==> src/tat_pkg.sv <==
// package: register map, config layout and helpers for the thermal alarm block
`default_nettype none
package tat_pkg;
    // ****************************************
    // register map (word index, byte address = index * 4)
    // ****************************************
    localparam int ADDR_W = 5;
    localparam logic [1:0] IDX_TEMP = 2'h0;
    localparam logic [1:0] IDX_CFG = 2'h1;
    localparam logic [1:0] IDX_HYST = 2'h2;
    localparam logic [1:0] IDX_TRIP = 2'h3;
    localparam int IDX_LSB = 2;
    localparam int MAP_BIT = 4;

    // ****************************************
    // reset values
    // ****************************************
    localparam logic [15:0] TEMP_RST = 16'h0000;
    localparam logic [15:0] HYST_RST = 16'h4B00;
    localparam logic [15:0] TRIP_RST = 16'h5000;
    localparam logic [7:0] CFG_RST = 8'h00;
    localparam logic [3:0] ZERO_NIB = 4'h0;
    localparam logic [15:0] RD_PAD = 16'h0000;

    // ****************************************
    // data widths and fault counts
    // ****************************************
    localparam int RES_MIN = 9;
    localparam int TEMP_W = 16;
    localparam int ADC_W = 12;
    localparam logic [2:0] FAULT_N0 = 3'h1;
    localparam logic [2:0] FAULT_N1 = 3'h2;
    localparam logic [2:0] FAULT_N2 = 3'h4;
    localparam logic [2:0] FAULT_N3 = 3'h6;

    typedef struct packed {
        logic reserved;
        logic resolution_sel_hi;
        logic resolution_sel_lo;
        logic fault_count_sel_hi;
        logic fault_count_sel_lo;
        logic alert_polarity;
        logic mode_intr;
        logic shutdown_ctrl;
    } tat_cfg_s;

    typedef struct packed {
        logic done;
        logic [ADC_W-1:0] data;
    } tat_conv_s;

    typedef enum logic {TAT_ARM_UPPER, TAT_ARM_LOWER} tat_arm_e;

    // consecutive faults needed for a fault-count code
    function automatic logic [2:0] tat_fault_need(input logic [1:0] sel);
        unique case (sel)
            2'h0: tat_fault_need = FAULT_N0;
            2'h1: tat_fault_need = FAULT_N1;
            2'h2: tat_fault_need = FAULT_N2;
            2'h3: tat_fault_need = FAULT_N3;
        endcase
    endfunction

    // keeps the top (9 + res) bits of a temperature word
    function automatic logic [15:0] tat_res_mask(input logic [1:0] res);
        tat_res_mask = ~(16'hFFFF >> (RES_MIN + int'(res)));
    endfunction
endpackage
`default_nettype wire

==> src/tat_thermal_alarm.sv <==
// thermal alarm: thresholds, fault queue, alert pin, shutdown, register slave
//
// Notes on behaviour
// - comparator mode checks each result against trip while alert is clear, hysteresis while set
// - comparator alert after N consecutive over-trip results
// - comparator alert released by first below-hysteresis result
// - shutdown leaves comparator alert unchanged
// - interrupt alert first set by N over-trip results
// - interrupt alert cleared by shutdown or register read
// - after clear, rearm on N below-hysteresis results
// - interrupt arming alternates trip then hysteresis
// - fault code 0..3 means 1,2,4,6 faults
// - fault code resets to zero, one fault
// - shutdown finishes current conversion then stands by
// - registers stay reachable; writing zero resumes
// - alert polarity resets to active low
// - resolution field selects 9 to 12 bits
// - leftmost temperature bit is the sign
// - thermostat runs from reset values alone
// - registers reachable at any time
// - mode bit zero comparator, one interrupt
// - compare only resolution-wide threshold bits
// - temperature left justified, unused low bits zero
`default_nettype none
module tat_thermal_alarm
    import tat_pkg::*;
(
    // clock and reset
    input wire logic clk,
    input wire logic sys_rst,
    // register bus
    input wire logic [ADDR_W-1:0] avs_address,
    input wire logic avs_read,
    input wire logic avs_write,
    input wire logic [31:0] avs_writedata,
    input wire logic [3:0] avs_byteenable,
    output logic [31:0] avs_readdata,
    output logic avs_waitrequest,
    // converter link
    input wire logic adc_clk,
    input wire logic adc_done,
    input wire logic [ADC_W-1:0] adc_data,
    output logic adc_run,
    // open-drain alert pin
    output logic alert_out_o,
    output logic alert_out_oe
);
    // ****************************************
    // converter link synchronisers
    // ****************************************
    logic clk_s1, clk_s2, clk_s3;
    tat_conv_s conv_s1, conv_s2;

    always_ff @(posedge clk or posedge sys_rst) begin
        if (sys_rst) begin
            clk_s1 <= 1'b0;
            clk_s2 <= 1'b0;
            clk_s3 <= 1'b0;
            conv_s1 <= '0;
            conv_s2 <= '0;
        end else begin
            clk_s1 <= adc_clk;
            clk_s2 <= clk_s1;
            clk_s3 <= clk_s2;
            conv_s1 <= {adc_done, adc_data};
            conv_s2 <= conv_s1;
        end
    end

    // done and data are stable well before the slow link edge we sample on
    logic conv_evt;
    assign conv_evt = clk_s2 & ~clk_s3 & conv_s2.done;

    // ****************************************
    // state
    // ****************************************
    tat_cfg_s cfg, next_cfg;
    logic [15:0] temp, next_temp;
    logic [15:0] hyst, next_hyst;
    logic [15:0] trip, next_trip;
    logic [2:0] cnt, next_cnt;
    logic alert, next_alert;
    tat_arm_e arm, next_arm;
    logic pend, next_pend;
    logic next_run;
    logic next_wait;
    logic [31:0] next_rdata;

    logic [1:0] res;
    logic [15:0] mask, new_temp;
    logic above, below, cond, mapped, taken, rd_hit, wr_hit;
    logic [1:0] idx;
    logic [2:0] need;

    assign res = {cfg.resolution_sel_hi, cfg.resolution_sel_lo};
    assign mask = tat_res_mask(res);
    // sign stays in bit 15 of the left-justified word
    assign new_temp = {conv_s2.data, ZERO_NIB} & mask;
    assign above = $signed(new_temp) > $signed(trip & mask);
    assign below = $signed(new_temp) < $signed(hyst & mask);
    assign need = tat_fault_need({cfg.fault_count_sel_hi, cfg.fault_count_sel_lo});
    assign cond = (cfg.mode_intr && arm == TAT_ARM_LOWER) ? below : above;
    assign idx = avs_address[IDX_LSB+:2];
    assign mapped = ~avs_address[MAP_BIT];
    assign taken = (avs_read | avs_write) & ~avs_waitrequest;
    assign rd_hit = taken & avs_read & mapped;
    assign wr_hit = taken & avs_write & mapped;

    // ****************************************
    // next-state logic
    // ****************************************
    always_comb begin
        next_cfg = cfg;
        next_temp = temp;
        next_hyst = hyst;
        next_trip = trip;
        next_cnt = cnt;
        next_alert = alert;
        next_arm = arm;
        next_pend = pend;
        next_run = adc_run;
        next_wait = 1'b1;
        next_rdata = avs_readdata;

        // one wait cycle, then the answer stands for the taking edge
        if ((avs_read | avs_write) & avs_waitrequest) begin
            next_wait = 1'b0;
            next_rdata = '0;
            if (mapped) begin
                unique case (idx)
                    IDX_TEMP: next_rdata = {RD_PAD, temp};
                    IDX_CFG: next_rdata = {RD_PAD, 8'h00, cfg};
                    IDX_HYST: next_rdata = {RD_PAD, hyst};
                    IDX_TRIP: next_rdata = {RD_PAD, trip};
                endcase
            end
        end

        if (rd_hit && cfg.mode_intr) begin
            next_alert = 1'b0;
        end

        if (wr_hit) begin
            unique case (idx)
                IDX_TEMP: ;
                IDX_CFG: begin
                    if (avs_byteenable[0]) begin
                        next_cfg = tat_cfg_s'(avs_writedata[7:0]);
                        next_cfg.reserved = 1'b0;
                    end
                end
                IDX_HYST: begin
                    if (avs_byteenable[0]) next_hyst[7:0] = {avs_writedata[7:4], ZERO_NIB};
                    if (avs_byteenable[1]) next_hyst[15:8] = avs_writedata[15:8];
                end
                IDX_TRIP: begin
                    if (avs_byteenable[0]) next_trip[7:0] = {avs_writedata[7:4], ZERO_NIB};
                    if (avs_byteenable[1]) next_trip[15:8] = avs_writedata[15:8];
                end
            endcase
            // a mode change starts the fault queue afresh
            if (next_cfg.mode_intr != cfg.mode_intr) begin
                next_alert = 1'b0;
                next_cnt = '0;
                next_arm = TAT_ARM_UPPER;
            end
            if (next_cfg.shutdown_ctrl && !cfg.shutdown_ctrl) begin
                next_pend = adc_run;
                if (next_cfg.mode_intr) begin
                    next_alert = 1'b0;
                end
            end
            if (!next_cfg.shutdown_ctrl) begin
                next_pend = 1'b0;
                next_run = 1'b1;
            end
        end

        if (conv_evt && adc_run) begin
            // a result landing mid-read is kept out of the readable copy
            if (!(avs_read && idx == IDX_TEMP)) begin
                next_temp = new_temp;
            end
            if (pend && next_cfg.shutdown_ctrl) begin
                next_run = 1'b0;
                next_pend = 1'b0;
            end
            if (!alert) begin
                if (cond) begin
                    if (cnt + 3'h1 >= need) begin
                        next_alert = 1'b1;
                        next_cnt = '0;
                        if (cfg.mode_intr) begin
                            next_arm = (arm == TAT_ARM_UPPER) ? TAT_ARM_LOWER : TAT_ARM_UPPER;
                        end
                    end else begin
                        next_cnt = cnt + 3'h1;
                    end
                end else begin
                    next_cnt = '0;
                end
            end else if (!cfg.mode_intr && below) begin
                next_alert = 1'b0;
                next_cnt = '0;
            end
        end

        // a drop in resolution must not leave stale low bits behind
        next_temp = next_temp & tat_res_mask({next_cfg.resolution_sel_hi, next_cfg.resolution_sel_lo});
    end

    // ****************************************
    // registers
    // ****************************************
    always_ff @(posedge clk or posedge sys_rst) begin
        if (sys_rst) begin
            cfg <= tat_cfg_s'(CFG_RST);
            temp <= TEMP_RST;
            hyst <= HYST_RST;
            trip <= TRIP_RST;
            cnt <= '0;
            alert <= 1'b0;
            arm <= TAT_ARM_UPPER;
            pend <= 1'b0;
            adc_run <= 1'b1;
            avs_waitrequest <= 1'b1;
            avs_readdata <= '0;
            alert_out_o <= 1'b0;
            alert_out_oe <= 1'b0;
        end else begin
            cfg <= next_cfg;
            temp <= next_temp;
            hyst <= next_hyst;
            trip <= next_trip;
            cnt <= next_cnt;
            alert <= next_alert;
            arm <= next_arm;
            pend <= next_pend;
            adc_run <= next_run;
            avs_waitrequest <= next_wait;
            avs_readdata <= next_rdata;
            alert_out_o <= 1'b0;
            // open drain: active-high asserts by releasing the pin
            alert_out_oe <= next_cfg.alert_polarity ? ~next_alert : next_alert;
        end
    end
endmodule
`default_nettype wire

==> config.mk <==
export PLATFORM = sky130hd
export DESIGN_NAME = tat_thermal_alarm
export DESIGN_NICKNAME = d
export VERILOG_FILES = /design/src/tat_pkg.sv /design/src/tat_thermal_alarm.sv
export SDC_FILE = /design/constraint.sdc
export NUM_CORES = 1
export LEC_CHECK = 0
export BUFFER_PORTS_ARGS = -buffer_cell sky130_fd_sc_hd__buf_2
export CAP_MARGIN = 25
export CELL_PAD_IN_SITES_DETAIL_PLACEMENT = 2
export CELL_PAD_IN_SITES_GLOBAL_PLACEMENT = 2
export CORE_MARGIN = 10
export CORE_UTILIZATION = 30
export DETAILED_ROUTE_END_ITERATION = 10
export PLACE_DENSITY_LB_ADDON = 0.1
export REMOVE_ABC_BUFFERS = 1
export SETUP_SLACK_MARGIN = 0.05
export SLEW_MARGIN = 20
export SYNTH_ARGS = -nofsm -noshare
export SYNTH_HDL_FRONTEND = slang
export SYNTH_SLANG_ARGS = --single-unit
export TNS_END_PERCENT = 10
==> constraint.sdc <==
create_clock -name clk -period 6 [get_ports clk]
set_input_delay 0.6 -clock clk [delete_from_list [all_inputs] [get_ports clk]]
set_output_delay 0.6 -clock clk [all_outputs]
set_load 0.005 [all_outputs]
After elaboration in Yosys (flattened, before gate mapping)
Index checks and enable logic that the tools add are counted.
{"block": "totals", "regBits": 118, "out_inout_bits": 36, "elab_cells": 126}
{"block": "op_classes", "n_addsub": 3, "n_lt_le_gt_ge": 3, "n_eq_ne": 9, "shifts": 2, "muxes": 46, "bitwise_logic": 19, "n_reduce_logical": 16}
{"op": "case mux 32 bit (4 select lines)", "count": 1}
{"op": "AND 16 bit", "count": 4}
{"op": "two-way mux 16 bit", "count": 2}
{"op": "two-way mux 32 bit", "count": 1}
{"op": "NOT 16 bit", "count": 2}
{"op": "right shift 16 x 5 -> 16 bit, first input constant", "count": 2}
{"op": "two-way mux 1 bit", "count": 30}
{"op": "two-way mux 8 bit", "count": 3}
{"op": "two-way mux 3 bit", "count": 7}
{"op": "> comparator 16 bit", "count": 1}
{"op": "less-than comparator 16 bit", "count": 1}
{"op": "AND reduction 3 bit", "count": 5}
{"op": "case mux 3 bit (4 select lines)", "count": 1}
{"op": "adder 4 x 2 -> 5 bit, first input constant", "count": 2}
{"op": "AND 1 bit", "count": 8}
{"op": "equality test 2 bit, second input constant", "count": 4}
{"op": "logical AND 1 bit", "count": 7}
{"op": "two-way mux 7 bit", "count": 1}
{"op": "equality test 2 x 1 -> 1 bit, second input constant", "count": 2}
{"op": "logical NOT 2 bit", "count": 2}
{"op": "NOT 1 bit", "count": 4}
{"op": "adder 3 x 1 -> 3 bit, second input constant", "count": 1}
{"op": ">= comparator 3 bit", "count": 1}
{"op": "logical NOT 1 bit", "count": 2}
{"op": "other kinds (4)", "count": 4}

Logic depth before layout (Yosys ltp)
{"block": "logic_depth", "word_depth": 16, "ltp_mapped": 11}

Worst setup path after synthesis
OpenSTA, ideal clock, no wires.
{"block": "synth_path", "path_kind": "reg2reg", "startpoint": "register hyst[11]", "endpoint": "register alert_out_oe", "setup_ns": 0.128, "arrival_time_ns": 2.238, "t_required_ns": 5.872, "slack_ns": 3.634, "path_stages_with_launch": 11, "n_path_buf": 0, "period_less_slack_ns": 2.366, "path_cell_list": "dfstp_2 -> inv_1 -> ha_1 -> a21oi_1 -> o21ai_0 -> a311oi_2 -> o21ai_2 -> or3_1 -> a32oi_2 -> o22ai_2 -> xor2_1"}
{"block": "synth_between", "elab_chain_cells": 8, "word_cells_on_any_way": 10}
{"element": "from (decl)", "line": "tat_thermal_alarm.sv:79", "source": "logic [15:0] hyst, next_hyst;"}
{"element": "from (signal assigned)", "line": "tat_thermal_alarm.sv:233", "source": "hyst <= next_hyst;"}
{"element": "AND 16 bit (*)", "line": "tat_thermal_alarm.sv:100", "source": "assign below = $signed(new_temp) < $signed(hyst & mask);"}
{"element": "less-than comparator 16 bit (*)", "line": "tat_thermal_alarm.sv:100"}
{"element": "two-way mux 1 bit / logical AND 1 bit (equally long branches)", "line": "tat_thermal_alarm.sv:102, tat_thermal_alarm.sv:202"}
{"element": "two-way mux 1 bit, on equally long branches", "line": "tat_thermal_alarm.sv:189, tat_thermal_alarm.sv:202"}
{"element": "two-way mux 1 bit (*)", "line": "tat_thermal_alarm.sv:188", "source": "if (!alert) begin"}
{"element": "two-way mux 1 bit (*)", "line": "tat_thermal_alarm.sv:179", "source": "if (conv_evt && adc_run) begin"}
{"element": "net next_alert", "line": "tat_thermal_alarm.sv:82", "source": "logic alert, next_alert;"}
{"element": "NOT 1 bit", "line": "tat_thermal_alarm.sv:244", "source": "alert_out_oe <= next_cfg.alert_polarity ? ~next_alert : next_alert;"}
{"element": "two-way mux 1 bit (*)", "line": "tat_thermal_alarm.sv:244"}
{"element": "to (signal assigned)", "line": "tat_thermal_alarm.sv:244"}
{"element": "to (decl)", "line": "tat_thermal_alarm.sv:46", "source": "output logic alert_out_oe"}
Mark *: on every way through the listed nets, which the timed path passes. The rest lies on a longest branch.
A chain may end at the register's enable or synchronous reset.

Worst setup path after layout
{"block": "layout_path", "startpoint": "register hyst[11]", "endpoint": "register arm"}
{"block": "layout_between", "elab_chain_cells": 6}
{"element": "AND 16 bit", "line": "tat_thermal_alarm.sv:100"}
{"element": "less-than comparator 16 bit", "line": "tat_thermal_alarm.sv:100"}
{"element": "two-way mux 1 bit", "line": "tat_thermal_alarm.sv:102", "source": "assign cond = (cfg.mode_intr && arm == TAT_ARM_LOWER) ? below : above;"}
{"element": "two-way mux 1 bit", "line": "tat_thermal_alarm.sv:189", "source": "if (cond) begin"}
{"element": "two-way mux 1 bit", "line": "tat_thermal_alarm.sv:188"}
{"element": "two-way mux 1 bit", "line": "tat_thermal_alarm.sv:179"}
{"element": "net next_arm", "line": "tat_thermal_alarm.sv:83", "source": "tat_arm_e arm, next_arm;"}
{"element": "to (signal assigned)", "line": "tat_thermal_alarm.sv:237", "source": "arm <= next_arm;"}
{"element": "to (decl)", "line": "tat_thermal_alarm.sv:83"}
The timed path passes the listed nets, and every way through them passes these cells.

==> impl_metrics.json <==
{
  "status": "complete, no violations",
  "hold_class": "in2async",
  "whs_ns": 0.292,
  "drc": 0,
  "fin_nets": 540,
  "drt_iter0_drc": 157,
  "synth_compound_area_frac": 0.121,
  "grt_usage": 0.128,
  "antenna_found_initial": 0,
  "synthAdderAreaFrac": 0.0685,
  "wl_met2_mm": 5.71,
  "dp_hpwl_mm": 9.07,
  "clock_sinks": 97,
  "core_area_sq_um": 15000,
  "gp_congestion": 0.761,
  "finalHoldViolations": 0,
  "ant_nets": 0,
  "synth_cell_types": 57,
  "synthMuxAreaShare": 0.111,
  "synth_area_sq_um": 4570,
  "wl_per_cell_um": 19.2,
  "p_int_uw": 1430,
  "initial_core_util": 0.304,
  "worst_slack_ns": 3.27,
  "highest_layer": "met4",
  "cts_tree": "yes",
  "setup_viol": 0,
  "wl_mm": 12.4,
  "fill_cells": 1585,
  "slew_violations": 0,
  "grt_overflow": 0,
  "layout_min_cycle_time_ns": 2.73,
  "area_growth_pct": 17.3,
  "dieHeight_um": 143,
  "grt_pass1_vias": 3507,
  "skew_ns": 0.00860,
  "required_ns": 6.24,
  "ioPinCount": 95,
  "peakVddDrop_mv": 0.156,
  "cts-resized-gates": 0,
  "crit_path_start_kind": "register",
  "core.rowCount": 45,
  "synth-main-ff-cell": "dfrtp_1",
  "ys_seq_area_frac": 0.534,
  "placed_cells": 633,
  "grt_pass1_wl_mm": 20.1,
  "final_common_cell": "dfrtp_1",
  "htree_levels": 3,
  "async_reset_ff_frac": 1.00,
  "synth-simple-area-share": 0.0907,
  "numCtsBuffers": 9,
  "crit_type": "reg2reg",
  "ys_ff_latch": 97,
  "grt_max_degree": 57,
  "dr.pass1.iters": 4,
  "p_sw_frac": 0.281,
  "cts_buffer_depth": 2,
  "route.met3.wl_um": 681,
  "power_frac_comb": 0.200,
  "dr_total_vias": 3137,
  "ys_warn_count": 0,
  "fin_tns_setup_ns": 0,
  "met1Wirelength_mm": 5.87,
  "arrival_ns": 2.97,
  "maxCapViolations": 0,
  "viasPerCell": 4.84,
  "postCtsHoldBufs": 0,
  "slew_headroom": 0.347,
  "endpoint_kind": "register",
  "fin_cells": 648,
  "synth_top_family_by_area": "compound AO/OA/AOI/OAI gates",
  "clk_latency_ns": 0.36,
  "tightest_slew_ns": 0.980,
  "critPathMaxFanout": 3,
  "final_cell_mix": "89 x dfrtp_1, 57 x buf_2, 36 x nand2_1",
  "fp.dieArea_sq_um": 20600,
  "p_switching_uw": 559,
  "drive_above_1_share": 0.289,
  "synth.avg_cell_area_sq_um": 11.4,
  "period_share": 0.455,
  "cts_setup_buffers": 0,
  "p_clk_frac": 0.362,
  "die_width_um": 143,
  "final_util": 0.356,
  "place_ws_ns": 3.07,
  "diodes": 0,
  "synth_edf_count": 0,
  "cts_root_buf": "clkbuf_16",
  "p_seq_frac": 0.438,
  "max_freq_mhz": 366,
  "synth-xor-area-share": 0.00576,
  "synthesis.instances": 399,
  "ff2ff_setup_slack_ns": 3.27,
  "cts.clk_slew.worst_paths_ns": 0.07,
  "power_density_nw_per_um2": 371,
  "rsz0062_at_grt": "false",
  "cellLeakagePower_uw": 0.00251,
  "io_buffer_count": 57
}
cell usage after synthesis (2+ instances only):
master    number  area (sq um)
dfrtp_1       89          2230
nand2_1       36           135
inv_1         34           128
mux2_2        34           383
o21ai_0       28           140
ha_1          25           313
buf_4         17           128
a21oi_1       14          70.1
nor2_1        13          48.8
a22oi_1       10          75.1
dfstp_2        8           210
a22o_1         7          61.3
clkbuf_1       7          26.3
nand3_1        6          30.0
mux2i_1        4          40.0
nor4_1         4          25.0
and3_1         3          18.8
buf_1          3          11.3
mux4_2         3          67.6
nand2b_1       3          18.8
nand3b_1       3          22.5
a21o_1         2          15.0
a221oi_1       2          17.5
a31oi_1        2          12.5
buf_2          2          10.0
nand4_1        2          12.5
nand4b_1       2          17.5
nor3_1         2          10.0
nor4b_1        2          17.5
o21ai_1        2          10.0
or2_2          2          12.5
or3_1          2          12.5
xor2_1         2          17.5
stage by stage:
step           power [uW]  instance area, sq um
5_1_grt              2120                  5360
3_5_place_dp         1290                  4990
4_1_cts              2020                  5360
2_1_floorplan        1130                  4440
6_report             1990                  5360
3_3_place_gp         1270                  4990
area by class of cell:
class	count	area, sq um	share of cell area
sequential	97	2440	0.455
multi-input combinational	254	1880	0.351
timing repair buffer	60	308	0.0575
clock buffer	10	239	0.0446
tap	188	235	0.0439
inverter	34	130	0.0243
clock inverter	5	128	0.0238
layer usage:
layer,GRT usage,vias up
li1,-,1481
met5,0,-
met4,0.0419,0
met3,0.0389,11
met2,0.199,65
met1,0.165,1580
critical path: stages (launching register included):
cell and delay, ns:
dfstp_2 0.53, inv_1 0.05, ha_1 0.29, nand2_1 0.10, nor4_1 0.39, o31ai_2 0.13
o21ai_2 0.21, mux2_4 0.34, a21oi_2 0.15, o21ai_0 0.10, a311oi_1 0.34
power by group through the flow:
stage / Clock [uW] / Sequential, uW / Combinational [uW]
2_1_floorplan: 0 / 855 / 277
3_3_place_gp: 0 / 878 / 391
3_5_place_dp: 0 / 883 / 406
4_1_cts: 742 / 872 / 410
5_1_grt: 771 / 891 / 462
6_report: 718 / 870 / 398
path summary, 6_finish.rpt:
kind	endpoint	startpoint	depth (start not counted)
setup / recovery	arm$_DFF_PP0_	hyst[11]$_DFFE_PP1P_	10
min in group clk	conv_s1[7]$_DFF_PP0_	adc_data[7]	1
max in group asynchronous	conv_s2[4]$_DFF_PP0_	sys_rst	3
hold / removal	temp[5]$_DFF_PP0_	sys_rst	2
setup reg to reg	arm$_DFF_PP0_	hyst[11]$_DFFE_PP1P_	10
hold reg to reg	conv_s2[8]$_DFF_PP0_	conv_s1[8]$_DFF_PP0_	0
sequential cells by signal, summed over array words and instances (netlist names), 3 cells and up:
name / cells
conv_s2: 13
trip: 12
conv_s1: 13
hyst: 12
temp: 12
avs_readdata: 16
cfg: 7
cnt: 3
kinds of logic after synthesis:
logic type,Yosys count
DFF,97
adders and majority gates,25
AOI/OAI and AO/OA,82
muxes,42
xor gates and xnor gates,3
other,1
and+or+nand+nor,85
buffers and inverters,64
Note: power is estimated with default switching activity, not from simulation.
